File: src/shared/fault_latch_regs.svh
// Register offsets, field positions and reset values of the input fault latch bank.
// Functional notes
// - Summary bits 7..4 show channels 1..4 latch holds any fault.
// - Summary bit 1 shows a battery short seen while battery below bias.
// - Summary bits 3, 2, 0 are reserved, read zero; software writes only zero.
// - Channel 1 latch captures and holds faults; resets to zero.
// - Channel 1 bit 7 latches an open input detection.
// - Channel 1 bit 6 latches the input pair shorted together.
// - Channel 1 bits 5 and 4 latch positive or negative leg ground shorts.
// - Channel 1 bits 3 and 2 latch leg shorts to microphone bias.
// - Channel 1 bits 1 and 0 latch leg shorts to battery.
// - Negative-leg battery bit clears on reading page 0 address 54, not own read.
// - Channel 2 has its own latch register mirroring channel 1, reset zero.
`ifndef FAULT_LATCH_REGS_SVH
`define FAULT_LATCH_REGS_SVH
`define SUMMARY_ADDR 8'h2D
`define CH1_LATCH_ADDR 8'h2E
`define CH2_LATCH_ADDR 8'h2F
`define GLOBAL_LATCH_THIRD_ADDR 8'h36
`define FAULT_PAGE 8'h00
`define LATCH_RESET 8'h00
`define SUM_CH1_BIT 7
`define SUM_CH2_BIT 6
`define SUM_CH3_BIT 5
`define SUM_CH4_BIT 4
`define SUM_VBAT_LOW_BIT 1
`define FLT_OPEN_BIT 7
`define FLT_PAIR_BIT 6
`define FLT_P_GND_BIT 5
`define FLT_M_GND_BIT 4
`define FLT_P_BIAS_BIT 3
`define FLT_M_BIAS_BIT 2
`define FLT_P_VBAT_BIT 1
`define FLT_M_VBAT_BIT 0
`endif

File: src/shared/fault_latch_pkg.sv
// Types shared by the input fault latch bank.
package fault_latch_pkg;
	typedef logic [7:0] reg_byte_t;
	typedef struct packed {
		logic [7:0] ch1_q;
		logic [7:0] ch2_q;
		logic [7:0] ch3_q;
		logic [7:0] ch4_q;
		logic vbat_low_q;
		logic [7:0] rdata_q;
	} bank_state_t;
endpackage

File: src/channel_fault_latch.sv
// One channel's eight-bit sticky fault latch with read clearing.
`timescale 1ns/1ps
`include "fault_latch_regs.svh"
module channel_fault_latch #(
	parameter int SHARED_CLR_BIT = `FLT_M_VBAT_BIT // Latch bit freed by the third global latch read.
) (
	input wire logic [7:0] i_cur, // Current latch value.
	input wire logic [7:0] i_det, // Fault detections this cycle.
	input wire logic i_own_rd, // Host read of this latch.
	input wire logic i_third_rd, // Host read of the third global latch.
	output logic [7:0] o_next // Next latch value.
);
	logic [7:0] clr;
	always_comb begin
		clr = {8{i_own_rd}};
		clr[SHARED_CLR_BIT] = i_third_rd;
		// A detection in the clearing cycle wins so no fault is lost.
		o_next = (i_cur & ~clr) | i_det;
	end
endmodule

File: src/input_fault_latch_status.sv
// Latched input fault status registers read by the host control port.
`timescale 1ns/1ps
`include "fault_latch_regs.svh"
module input_fault_latch_status (
	input wire logic i_clk, // 40 MHz clock.
	input wire logic i_rst_b, // Asynchronous reset, active low.
	input wire fault_latch_pkg::reg_byte_t i_page, // Current register page.
	input wire fault_latch_pkg::reg_byte_t i_addr, // Register address.
	input wire logic i_rd, // One-cycle read strobe.
	input wire logic i_wr, // One-cycle write strobe.
	input wire fault_latch_pkg::reg_byte_t i_wdata, // Write data, ignored by these registers.
	input wire fault_latch_pkg::reg_byte_t i_ch1_det, // Channel 1 fault detection pulses.
	input wire fault_latch_pkg::reg_byte_t i_ch2_det, // Channel 2 fault detection pulses.
	input wire fault_latch_pkg::reg_byte_t i_ch3_det, // Channel 3 fault detection pulses.
	input wire fault_latch_pkg::reg_byte_t i_ch4_det, // Channel 4 fault detection pulses.
	input wire logic i_vbat_low_det, // Battery short seen while battery below bias.
	output fault_latch_pkg::reg_byte_t o_rdata // Read data, valid the cycle after i_rd.
);
	import fault_latch_pkg::*;

	bank_state_t s_q;
	bank_state_t s_d;
	logic pg;
	logic rd_sum;
	logic rd_ch1;
	logic rd_ch2;
	logic rd_third;

	// Detection taps of channels 1 and 2, one per fault kind.
	logic ch1_open_det;
	logic ch1_pair_det;
	logic ch1_p_gnd_det;
	logic ch1_m_gnd_det;
	logic ch1_p_bias_det;
	logic ch1_m_bias_det;
	logic ch1_p_vbat_det;
	logic ch1_m_vbat_det;
	reg_byte_t ch1_det_fields;

	logic ch2_open_det;
	logic ch2_pair_det;
	logic ch2_p_gnd_det;
	logic ch2_m_gnd_det;
	logic ch2_p_bias_det;
	logic ch2_m_bias_det;
	logic ch2_p_vbat_det;
	logic ch2_m_vbat_det;
	reg_byte_t ch2_det_fields;

	reg_byte_t ch1_n;
	reg_byte_t ch2_n;
	reg_byte_t ch3_n;
	reg_byte_t ch4_n;

	logic ch1_any;
	logic ch2_any;
	logic ch3_any;
	logic ch4_any;
	reg_byte_t summary;
	reg_byte_t rd_mux;

	// Every register of this bank lives on page zero; the same offsets on other pages belong elsewhere.
	assign pg = (i_page == `FAULT_PAGE);
	assign rd_sum = i_rd && pg && (i_addr == `SUMMARY_ADDR);
	assign rd_ch1 = i_rd && pg && (i_addr == `CH1_LATCH_ADDR);
	assign rd_ch2 = i_rd && pg && (i_addr == `CH2_LATCH_ADDR);
	// The third global latch is not held here, but reading it is what frees each channel's negative-leg battery bit.
	assign rd_third = i_rd && pg && (i_addr == `GLOBAL_LATCH_THIRD_ADDR);

	// Channel 1 detections split by fault kind, so a slip in the bit order shows up by name.
	assign ch1_open_det = i_ch1_det[`FLT_OPEN_BIT];
	assign ch1_pair_det = i_ch1_det[`FLT_PAIR_BIT];
	assign ch1_p_gnd_det = i_ch1_det[`FLT_P_GND_BIT];
	assign ch1_m_gnd_det = i_ch1_det[`FLT_M_GND_BIT];
	assign ch1_p_bias_det = i_ch1_det[`FLT_P_BIAS_BIT];
	assign ch1_m_bias_det = i_ch1_det[`FLT_M_BIAS_BIT];
	assign ch1_p_vbat_det = i_ch1_det[`FLT_P_VBAT_BIT];
	assign ch1_m_vbat_det = i_ch1_det[`FLT_M_VBAT_BIT];

	always_comb begin
		ch1_det_fields = `LATCH_RESET;
		ch1_det_fields[`FLT_OPEN_BIT] = ch1_open_det;
		ch1_det_fields[`FLT_PAIR_BIT] = ch1_pair_det;
		ch1_det_fields[`FLT_P_GND_BIT] = ch1_p_gnd_det;
		ch1_det_fields[`FLT_M_GND_BIT] = ch1_m_gnd_det;
		ch1_det_fields[`FLT_P_BIAS_BIT] = ch1_p_bias_det;
		ch1_det_fields[`FLT_M_BIAS_BIT] = ch1_m_bias_det;
		ch1_det_fields[`FLT_P_VBAT_BIT] = ch1_p_vbat_det;
		ch1_det_fields[`FLT_M_VBAT_BIT] = ch1_m_vbat_det;
	end

	// Channel 2 carries the same eight fault kinds in the same bit order.
	assign ch2_open_det = i_ch2_det[`FLT_OPEN_BIT];
	assign ch2_pair_det = i_ch2_det[`FLT_PAIR_BIT];
	assign ch2_p_gnd_det = i_ch2_det[`FLT_P_GND_BIT];
	assign ch2_m_gnd_det = i_ch2_det[`FLT_M_GND_BIT];
	assign ch2_p_bias_det = i_ch2_det[`FLT_P_BIAS_BIT];
	assign ch2_m_bias_det = i_ch2_det[`FLT_M_BIAS_BIT];
	assign ch2_p_vbat_det = i_ch2_det[`FLT_P_VBAT_BIT];
	assign ch2_m_vbat_det = i_ch2_det[`FLT_M_VBAT_BIT];

	always_comb begin
		ch2_det_fields = `LATCH_RESET;
		ch2_det_fields[`FLT_OPEN_BIT] = ch2_open_det;
		ch2_det_fields[`FLT_PAIR_BIT] = ch2_pair_det;
		ch2_det_fields[`FLT_P_GND_BIT] = ch2_p_gnd_det;
		ch2_det_fields[`FLT_M_GND_BIT] = ch2_m_gnd_det;
		ch2_det_fields[`FLT_P_BIAS_BIT] = ch2_p_bias_det;
		ch2_det_fields[`FLT_M_BIAS_BIT] = ch2_m_bias_det;
		ch2_det_fields[`FLT_P_VBAT_BIT] = ch2_p_vbat_det;
		ch2_det_fields[`FLT_M_VBAT_BIT] = ch2_m_vbat_det;
	end

	// Only the negative-leg battery bit waits for the third global latch read; the rest clear on their own read.
	channel_fault_latch #(
		.SHARED_CLR_BIT(`FLT_M_VBAT_BIT)
	) u_ch1 (
		.i_cur(s_q.ch1_q),
		.i_det(ch1_det_fields),
		.i_own_rd(rd_ch1),
		.i_third_rd(rd_third),
		.o_next(ch1_n)
	);

	channel_fault_latch #(
		.SHARED_CLR_BIT(`FLT_M_VBAT_BIT)
	) u_ch2 (
		.i_cur(s_q.ch2_q),
		.i_det(ch2_det_fields),
		.i_own_rd(rd_ch2),
		.i_third_rd(rd_third),
		.o_next(ch2_n)
	);

	// Channels 3 and 4 have no host view here; only their negative-leg battery bit clears, on the third global latch read, and the rest never clear.
	channel_fault_latch #(
		.SHARED_CLR_BIT(`FLT_M_VBAT_BIT)
	) u_ch3 (
		.i_cur(s_q.ch3_q),
		.i_det(i_ch3_det),
		.i_own_rd(1'b0),
		.i_third_rd(rd_third),
		.o_next(ch3_n)
	);

	channel_fault_latch #(
		.SHARED_CLR_BIT(`FLT_M_VBAT_BIT)
	) u_ch4 (
		.i_cur(s_q.ch4_q),
		.i_det(i_ch4_det),
		.i_own_rd(1'b0),
		.i_third_rd(rd_third),
		.o_next(ch4_n)
	);

	// Summary channel bits are live ORs; each of bits 7..4 drops only once its channel latch is empty, negative-leg battery bit included.
	assign ch1_any = |s_q.ch1_q;
	assign ch2_any = |s_q.ch2_q;
	assign ch3_any = |s_q.ch3_q;
	assign ch4_any = |s_q.ch4_q;

	always_comb begin
		summary = `LATCH_RESET;
		summary[`SUM_CH1_BIT] = ch1_any;
		summary[`SUM_CH2_BIT] = ch2_any;
		summary[`SUM_CH3_BIT] = ch3_any;
		summary[`SUM_CH4_BIT] = ch4_any;
		summary[`SUM_VBAT_LOW_BIT] = s_q.vbat_low_q;
	end

	// Unmapped offsets and the third global latch read back as zero from this bank.
	always_comb begin
		rd_mux = `LATCH_RESET;
		if (pg) begin
			unique case (i_addr)
				`SUMMARY_ADDR: begin
					rd_mux = summary;
				end
				`CH1_LATCH_ADDR: begin
					rd_mux = s_q.ch1_q;
				end
				`CH2_LATCH_ADDR: begin
					rd_mux = s_q.ch2_q;
				end
				`GLOBAL_LATCH_THIRD_ADDR: begin
					rd_mux = `LATCH_RESET;
				end
				default: begin
					// Offsets of channels 3 and 4 belong to a neighbouring bank.
					rd_mux = `LATCH_RESET;
				end
			endcase
		end
	end

	always_comb begin
		s_d = s_q;
		s_d.ch1_q = ch1_n;
		s_d.ch2_q = ch2_n;
		s_d.ch3_q = ch3_n;
		s_d.ch4_q = ch4_n;
		// Set wins over the read clear, so a fault arriving during the read is still reported next time.
		s_d.vbat_low_q = (s_q.vbat_low_q && !rd_sum) || i_vbat_low_det;
		// Writes are accepted and discarded: every bit here is read-only.
		// The read value is captured before this cycle's clear takes effect.
		if (i_rd) begin
			s_d.rdata_q = rd_mux;
		end
	end

	// One register for the whole bank keeps reset and update in a single place.
	always_ff @(posedge i_clk or negedge i_rst_b) begin
		if (!i_rst_b) begin
			s_q <= '0;
		end else begin
			s_q <= s_d;
		end
	end

	// Read data comes straight from its register, so the host never sees decode glitches.
	assign o_rdata = s_q.rdata_q;
endmodule

File: config.mk
export PLATFORM = sky130hd
export DESIGN_NAME = input_fault_latch_status
export DESIGN_NICKNAME = d
export VERILOG_FILES = /design/src/shared/fault_latch_pkg.sv /design/src/channel_fault_latch.sv /design/src/input_fault_latch_status.sv
export VERILOG_INCLUDE_DIRS = /design/src /design/src/shared
export SDC_FILE = /design/constraint.sdc
export NUM_CORES = 1
export LEC_CHECK = 0
export ABC_AREA = 1
export BUFFER_PORTS_ARGS = -buffer_cell sky130_fd_sc_hd__buf_2
export CAP_MARGIN = 0
export CORE_MARGIN = 1
export CORE_UTILIZATION = 54
export CTS_CLUSTER_DIAMETER = 200
export DETAILED_ROUTE_END_ITERATION = 6
export PLACE_DENSITY_LB_ADDON = 0.2
export SETUP_SLACK_MARGIN = 0.2
export SLEW_MARGIN = 10
export SYNTH_ARGS = -nofsm -noshare
export SYNTH_HDL_FRONTEND = slang
export SYNTH_SLANG_ARGS = --single-unit
File: constraint.sdc
create_clock -name i_clk -period 1.55 [get_ports i_clk]
set_clock_uncertainty 0.05 [all_clocks]
set_input_delay 0.0775 -clock i_clk [delete_from_list [all_inputs] [get_ports i_clk]]
set_output_delay 0.0775 -clock i_clk [all_outputs]
set_load 0.02 [all_outputs]
Word level (Yosys, flattened, before mapping)

Cells that the tools add are included.
Widths: inputs -> output; s select.

Flip-flop bits (word level): 41
Output and inout bits: 8
Logic and storage cells: 36
Bits of input ports: 61

Reductions and logical operators: 13
Equal/unequal tests: 4
Bitwise logic cells: 11
Mux-type cells: 2

Operators by type and width:

| kind               | count |
|---|---|
| $and 8x8->8        | 4 |
| $eq 8x6->1 const B | 4 |
| $or 8x8->8         | 4 |
| $reduce_or 8->1    | 4 |
| $pmux 8 s3         | 1 |
| $not 8->8          | 2 |
| $logic_not 8->1    | 1 |
| $mux 8             | 1 |
| $not 1->8          | 1 |
| $logic_and 1x1->1  | 6 |
| $logic_not 1->1    | 1 |
| $logic_or 1x1->1   | 1 |

Longest topological paths before layout

Gate-level depths: netlist of the first run.

Word-level depth: 6
Mapped depth: 9
Mapped depth without buffers: 9

Modules after synthesis

Synthesis of the first run repeated with hierarchy kept, for this count alone.

Cell total of the unflattened synthesis: 313
Area, all modules: 2190.9 um^2

By module, submodules not included:

| module                   | times used | seq. area each (um^2) | area an instance (um^2) | cells each |
|---|---|---|---|---|
| input_fault_latch_status | 1          | 1026.0                | 1800.5                  | 209 |
| channel_fault_latch      | 4          | 0.0                   | 97.6                    | 26 |

Worst setup path before layout of the first run

Ideal clock, no wire load.

Kind: reg-to-reg
Start: register s_q[33] in the netlist's numbering
End: register s_q (netlist bit o_rdata[7])
Cell stages (with the launch flop): 9
Setup slack: 0.592 ns
Setup time: 0.116 ns
Arrival time: 0.791 ns
Buffers on the path: 0
Period minus slack after synthesis: 0.958 ns
Required time: 1.384 ns
Cells stage by stage: dfrtp_1 > inv_1 > nand2_1 > nor2_1 > nand2_1 > nand2_1 > nand3_1 > nand2_1 > nand2_1

Word-level cells in the longest chain between the ends: 3

RTL lines:

| element                | line                            | RTL |
|---|---|---|
| start, declared        | input_fault_latch_status.sv:21  | `bank_state_t s_q;` |
| start signal, assigned | input_fault_latch_status.sv:214 | `s_q <= '0;` |
| start signal, assigned | input_fault_latch_status.sv:216 | `s_q <= s_d;` |
| $reduce_or 8->1        | input_fault_latch_status.sv:157 | `assign ch1_any = \|s_q.ch1_q;` |
| $pmux 8 s3             | input_fault_latch_status.sv:175 | `unique case (i_addr)` |
| $mux 8                 | input_fault_latch_status.sv:174 | `if (pg) begin` |

No other way between the ends.
A chain may end at the register's enable or synchronous reset.

Worst setup path in the final report of the first run

Ends and elaborated chain as after synthesis.

==> summary.md, run 1 <==
| Metric | Value |
|---|---|
| Status | complete, no violations |
| Fin cells | 399 |
| Die Area | 4050 um^2 |
| Filler Cell Count | 276 |
| Share of layout cells above drive strength 1 | 26.2% |
| Rel. slew slack | 69.0% |
| Worst r2r path cells | 8 |
| Max cap viols | 0 |
| Slew at the pin closest to its max-slew limit | 0.465 ns |
| Drt initial violations | 86 |
| Vias/cell | 4.63 |
| Minimum clock period | 1.14 ns |
| Starting Density | 56.0% |
| Htree depth | 2 |
| Min-Delay Endpoint | o_rdata[1] |
| Period utilization | 73.3% |
| Area growth syn-to-layout | 36.0% |
| FF-to-FF Start | s_q[33] |
| CTS tree | built |
| Final HPWL DP | 3010 um |
| CP required | 1.69 ns |
| # Post-CTS Setup Buffers | 0 |
| Worst endpoint data arrival time | 1.27 ns |
| Core Box Area | 3660 um^2 |
| Most frequent cells in the layout | nand2_1 (83), buf_2 (59), inv_1 (51) |
| Max VDD drop | 0.000640 V |
| WS Path Type | reg -> reg |
| Most common cell after layout, fill and taps aside | nand2_1 |
| Synth Cell Area | 2050 um^2 |
| Max Slew Vio Count | 0 |
| Root Buffer Master | clkbuf_8 |
| Final core utilization | 76.2% |
| Number of inserted diodes | 0 |
| Remaining antenna violation count | 0 |
| Crit-path max FO | 3 |
| First-pass GRT wire length | 7800 um |
| # DRC | 0 |
| Hold Crit Class | in -> reg |
| Number of buffers added on ports | 59 |
| Tot Pwr | 1.98 mW |
| Crit start category | register |
| Unrepaired setup endpoints after global routing | no |
| Hold Fails Final Rpt | 0 |
| Fmax | 880 MHz |
| Reg clk slew, reported paths | 0.08 ns |
| Synth Warn # | 0 |
| Vias in the first global route | 1800 |
| R2R setup slack | 0.41 ns |
| WL final | 4650 um |
| Clock buffer depth | 2 |
| Gate Count Post-Synth | 258 |
| FF+latch count, synth | 41 |
| Number of buffers created by CTS | 5 |
| Total congestion overflow | 0 |
| Initial antenna violation count | 0 |
| CP Capture Type | register |
| Vias post-DR | 1848 |
| RePlAce Congestion | 0.904 |
| Placed cell count | 358 |
| Avg WL per Cell | 11.6 um |
| Leak | 1.63 nW |
| Setup-failing EPs final | 0 |
| Sequential share of the synthesized area | 50.0% |
| Placement row count | 22 |
| Skew-Pair Late Insertion Delay | 0.29 ns |
| Die extent in x | 63.6 um |
| Largest net degree at the start of global routing | 24 |
| Drt first pass iters | 5 |
| Sum Neg Setup Slack | 0 ns |
| Cts hold-fix bufs | 34 |
| NumNets Final | 412 |
| FF-to-FF End | o_rdata[7] |
| CTS Sinks | 41 |
| Mapped Avg Cell Area | 7.95 um^2 |
| Min-delay src | i_rd |
| Post_cts resized | 0 |
| Cell variety after synth | 18 |
| Height of the die | 63.6 um |
| IO Count | 69 |
| Post-Synthesis Net Count | 319 |
| Pwr dens | 709 nW/um^2 |
| Global Route Usage Sum | 25.4% |
| Hold Crit Depth | 4 |
==> synthesized netlist by cell type <==
library cell	count	share of area, %
nand2_1	83	15
inv_1	51	9.3
dfrtp_1	41	50
nand3_1	19	4.6
nor2_1	16	2.9
or2_2	14	4.3
a21o_1	8	2.9
buf_4	8	2.9
nand2_4	3	1.6
nor2_4	3	1.6
o21ai_0	3	0.73
nand2_2	2	0.61
nand4_1	2	0.61
buf_6	1	0.55
clkinv_2	1	0.24
nand3_2	1	0.49
nor2_8	1	0.98
nor3_1	1	0.24
==> worst max-delay path by stage <==
stage,start,to,cells past startpoint
after floorplan,s_q[33],o_rdata[7],8
after global placement,i_addr[4],o_rdata[2],10
after detailed placement,i_addr[4],o_rdata[1],10
after CTS,s_q[33],o_rdata[7],8
after global routing,s_q[11],o_rdata[4],8
final,s_q[33],o_rdata[7],8
==> per-layer routing <==
| layer | global-route usage (%) | up-vias | share of wire (%) |
|---|---|---|---|
| li1 | - | 941 | - |
| met1 | 29.8 | 841 | 42 |
| met2 | 45.9 | 61 | 51 |
| met3 | 5.43 | 5 | 5.1 |
| met4 | 7.67 | 0 | 1.2 |
| met5 | 0 | - | 0 |
==> report_power, final <==
part           internal, mW  switching, mW
clock                 0.353          0.348
sequential             1.07     0.00000619
combinational         0.118         0.0885
total                  1.54          0.437
==> critical path: stages (launching register included) <==
cell and delay, ns:
dfrtp_1 0.41, inv_1 0.07, nand2_1 0.05, nor2_1 0.12
nand2_1 0.07, nand2_1 0.06, nand3_1 0.08, nand2_1 0.08
nand2_1 0.05
==> final cells by class <==
type                       instances  area, um^2  share of cell area [%]
clock buffer                       7        86.3                    3.10
inverter                          52         196                    7.04
multi-input combinational        156         757                    27.1
sequential                        41        1030                    36.8
tap                               48        60.1                    2.15
timing repair buffer              95         663                    23.8
==> cell families after synthesis <==
| logic type | count (synthesis) | share of synthesized area, % |
|---|---|---|
| compound gates | 11 | 3.66 |
| buf+inv | 61 | 13.1 |
| simple gates | 145 | 33.3 |
| flops | 41 | 50.0 |
==> per-stage QoR <==
step                worst slack [ns]  cell area (um^2)  hold slack [ns]
finish                         0.414              2790           0.0905
CTS                            0.422              2790           0.0938
detailed placement             0.358              2360          0.00539
floorplan                      0.592              2050           -0.268
global route                   0.335              2790            0.132
global placement               0.389              2360        -0.000103
==> registers in the layout, indices dropped and copies added, names as in the netlist <==
name,count
o_rdata,8
s_q,33
No activity file was read; power rests on OpenSTA's default activity.
==> run 2: changes to the inputs <==
--- a/config.mk
+++ b/config.mk
@@ -6,11 +6,11 @@
 export SDC_FILE = /design/constraint.sdc
 export NUM_CORES = 1
 export LEC_CHECK = 0
-export ABC_AREA = 1
+export ABC_AREA = 0
 export BUFFER_PORTS_ARGS = -buffer_cell sky130_fd_sc_hd__buf_2
 export CAP_MARGIN = 0
 export CORE_MARGIN = 1
-export CORE_UTILIZATION = 54
+export CORE_UTILIZATION = 47
 export CTS_CLUSTER_DIAMETER = 200
 export DETAILED_ROUTE_END_ITERATION = 6
 export PLACE_DENSITY_LB_ADDON = 0.2
==> constraint.sdc (replaced) <==
create_clock -name i_clk -period 1.1 [get_ports i_clk]
set_clock_uncertainty 0.05 [all_clocks]
set_input_delay 0.055 -clock i_clk [delete_from_list [all_inputs] [get_ports i_clk]]
set_output_delay 0.055 -clock i_clk [all_outputs]
set_load 0.02 [all_outputs]
==> run 2 against run 1 <==
  * Clock power up 9.5%
  * Count of clock-buffer cells in the layout decreased by 1
  * First-iteration DRC count shrank 44%
  * Global-route usage up 0.41 points
  * Largest power group unchanged
  * The run now ends with negative setup slack left
  * Critical endpoint is now o_rdata[4]
  * Largest cell class unchanged
==> summary.md, run 2 <==
| Metric | Value |
|---|---|
| Placement row count | 21 (-4.5%) |
| Htree depth | 2 (unchanged) |
| CTS tree | built |
| Most flops, register | s_q |
| IO Count | 69 (unchanged) |
| Rel. slew slack | 70.3% (+1.3 points) |
| Unrepaired setup endpoints after global routing | yes |
| First-pass GRT wire length | 7400 um (-5.1%) |
| Largest register FFs | 33 (unchanged) |
| Drt first pass iters | 4 (-1) |
| Hold Crit Class | in -> reg |
| Predominant post-synthesis flop cell | dfrtp_1 |
| Hold Fails Final Rpt | 0 (unchanged) |
| Global Route Usage Sum | 25.8% (+0.41 points) |
| Status | finished with violations |
| Post-synth top area share | 60.4% (+10 points) |
| Root Buffer Master | clkbuf_4 |
| Skew-Pair Late Insertion Delay | 0.35 ns (+0.06 ns) |
| Crit-path max FO | 2 (-1) |
| Max cap viols | 0 (unchanged) |
| Number of buffers added on ports | 59 (unchanged) |
| Failing checks | negative setup slack |
| Mapped Avg Cell Area | 12.4 um^2 (+56%) |
| Number of inserted diodes | 0 (unchanged) |
| Hold_ws | 0.0153 ns (-0.0752 ns) |
| Setup ws final | -0.246 ns (-0.660 ns) |
| Vias in the first global route | 1667 (-7.4%) |
| Crit start category | register |
| Die extent in x | 62.1 um (-2.4%) |
| Pwr dens | 892 nW/um^2 (+26%) |
| Starting Density | 50.1% (-5.9 points) |
| Height of the die | 62.1 um (-2.4%) |
| Vias/cell | 5.17 (+12%) |
| Core Box Area | 3390 um^2 (-7.4%) |
| Top post-synthesis cells by count | dfrtp_1 (41), a21o_1 (19), or2_2 (14) |
| WL final | 4970 um (+6.9%) |
| CP required | 1.29 ns (-0.40 ns) |
| Sum Neg Setup Slack | -3.73 ns (-3.73 ns) |
| # DRC | 0 (unchanged) |
| Clock buffer depth | 2 (unchanged) |
| Fmax | 743 MHz (-16%) |
| Avg WL per Cell | 16.2 um (+39%) |
| Synth area leader | dfrtp_1 |
| Worst endpoint data arrival time | 1.53 ns (+0.26 ns) |
| Gate Count Post-Synth | 137 (-47%) |
| CTS Sinks | 41 (unchanged) |
| Share of layout cells above drive strength 1 | 54.8% (+29 points) |
| Sequential share of the synthesized area | 60.4% (+10 points) |
| Setup-failing EPs final | 27 (+27) |
| Number of buffers created by CTS | 5 (unchanged) |
| Final HPWL DP | 2960 um (-1.6%) |
| Die Area | 3860 um^2 (-4.7%) |
| Reg clk slew, reported paths | 0.11 ns (+0.03 ns) |
| Post-Synthesis Net Count | 198 (-38%) |
| Total congestion overflow | 0 (unchanged) |
| Cell variety after synth | 27 (+9) |
| Period utilization | 122% (+49 points) |
| Filler Cell Count | 173 (-37%) |
| Max VDD drop | 0.000788 V (+23%) |
| Vias post-DR | 1587 (-14%) |
| CP Capture Type | register |
| Initial antenna violation count | 0 (unchanged) |
| Largest cells by area after synthesis | dfrtp_1 (60%), a21o_1 (8.4%), or2_2 (5.2%) |
| Async SR Flop Fraction | 100% (unchanged) |
| WS Path Type | reg -> reg |
| FF+latch count, synth | 41 (unchanged) |
| Synth Cell Area | 1700 um^2 (-17%) |
| Post-synth EDFFs | 0 (unchanged) |
| Most common cell after layout, fill and taps aside | buf_2 |
| RePlAce Congestion | 0.828 (-8.5%) |
| Largest net degree at the start of global routing | 25 (+4.2%) |
| Most common cell in the netlist | dfrtp_1 |
| Remaining antenna violation count | 0 (unchanged) |
| NumNets Final | 322 (-22%) |
| Synth Warn # | 0 (unchanged) |
| Slew at the pin closest to its max-slew limit | 0.446 ns (-0.0197 ns) |
| Leak | 1.19 nW (-27%) |
| Minimum clock period | 1.35 ns (+0.210 ns) |
| Max Slew Vio Count | 0 (unchanged) |
| Area growth syn-to-layout | 73.1% |
| Most frequent cells in the layout | buf_2 (49), dfrtp_1 (41), dlygate4sd3_1 (34) |
| Drt initial violations | 48 (-44%) |
## run 2: changes by cell type in the layout (fill, tap and decap cells not counted), moves of 6 or more
cell / before / now
buf_6: 0 / 15
nor4_2: 0 / 6
buf_4: 1 / 28
inv_1: 51 / 8
nand2_1: 83 / 0
nor2_1: 16 / 1
a21o_1: 8 / 19
nand3_1: 19 / 0
buf_2: 59 / 49
## run 2: area by class of cell
cell class / instances / area (um^2) / share of cell area (%)
clock buffers: 6 / 51.3 / 1.75
flip-flops and latches: 41 / 1030 / 34.9
clock inverters: 1 / 7.51 / 0.255
well taps: 46 / 57.6 / 1.96
multi-input cells: 78 / 782 / 26.6
inverters: 8 / 30.0 / 1.02
repair buffers: 127 / 985 / 33.5
## run 2: cells by family after synthesis
logic type | after synthesis | share of synthesized area (%)
AOI/OAI and AO/OA | 37 | 16.1
DFF | 41 | 60.4
buffers and inverters | 18 | 5.97
muxes | 4 | 2.43
and+or+nand+nor | 37 | 15.0
## run 2: routing by layer
layer | share of wire (%) | track usage, % | vias up
met5 | 0 | 0 | -
met4 | 2.4 | 9.59 | 0
met3 | 4.7 | 7.72 | 14
met2 | 57 | 48.2 | 61
met1 | 36 | 27.1 | 776
li1 | - | - | 736
## run 2: where the power goes
part / switching, mW / internal (mW) / total [mW]
clock network: 0.470 / 0.299 / 0.769
registers: 0.0000191 / 1.51 / 1.51
logic: 0.140 / 0.205 / 0.345
## run 2: path summary, 6_finish.rpt
path / slack (ns) / startpoint / depth (start not counted) / end
min: 0.02 / i_rd / 3 / o_rdata[0]
min reg2reg: 0.45 / s_q[19] / 1 / s_q[19]
max: -0.25 / s_q[12] / 4 / o_rdata[4]
min in group asynchronous: 0.11 / i_rst_b / 2 / o_rdata[2]
max in group asynchronous: 0.42 / i_rst_b / 3 / s_q[13]
max reg2reg: -0.25 / s_q[12] / 4 / o_rdata[4]
## run 2: what timing repair did
item / in CTS / in global routing
cloned: 0 / 0
setup endpoints to repair: 35 / 35
buffers inserted: 4 / 8
hold buffers: 34 / 0
hold endpoints to repair: 74 / 0
resized for setup: 45 / 17
pin swaps: 14 / 14
## run 2: worst max-delay path, stage by stage, from the launching register on
cell,delay [ns]
dfrtp_1,0.42
nor4_2,0.27
a21boi_1,0.11
a221oi_2,0.27
o22ai_1,0.11
## run 2: through the flow
stage / area (um^2) / power, mW / setup WS [ns] / utilization (%) / cells
6_report: 2940 / 2.62 / -0.246 / 86.7 / 307
5_1_grt: 2940 / 2.74 / -0.308 / 86.7 / 307
4_1_cts: 2790 / 2.60 / -0.221 / 82.4 / 299
3_5_place_dp: 2170 / 1.75 / -0.507 / 64.1 / 254
3_3_place_gp: 2170 / 1.74 / -0.446 / 64.1 / 254
2_1_floorplan: 1720 / 1.59 / -0.321 / - / 137
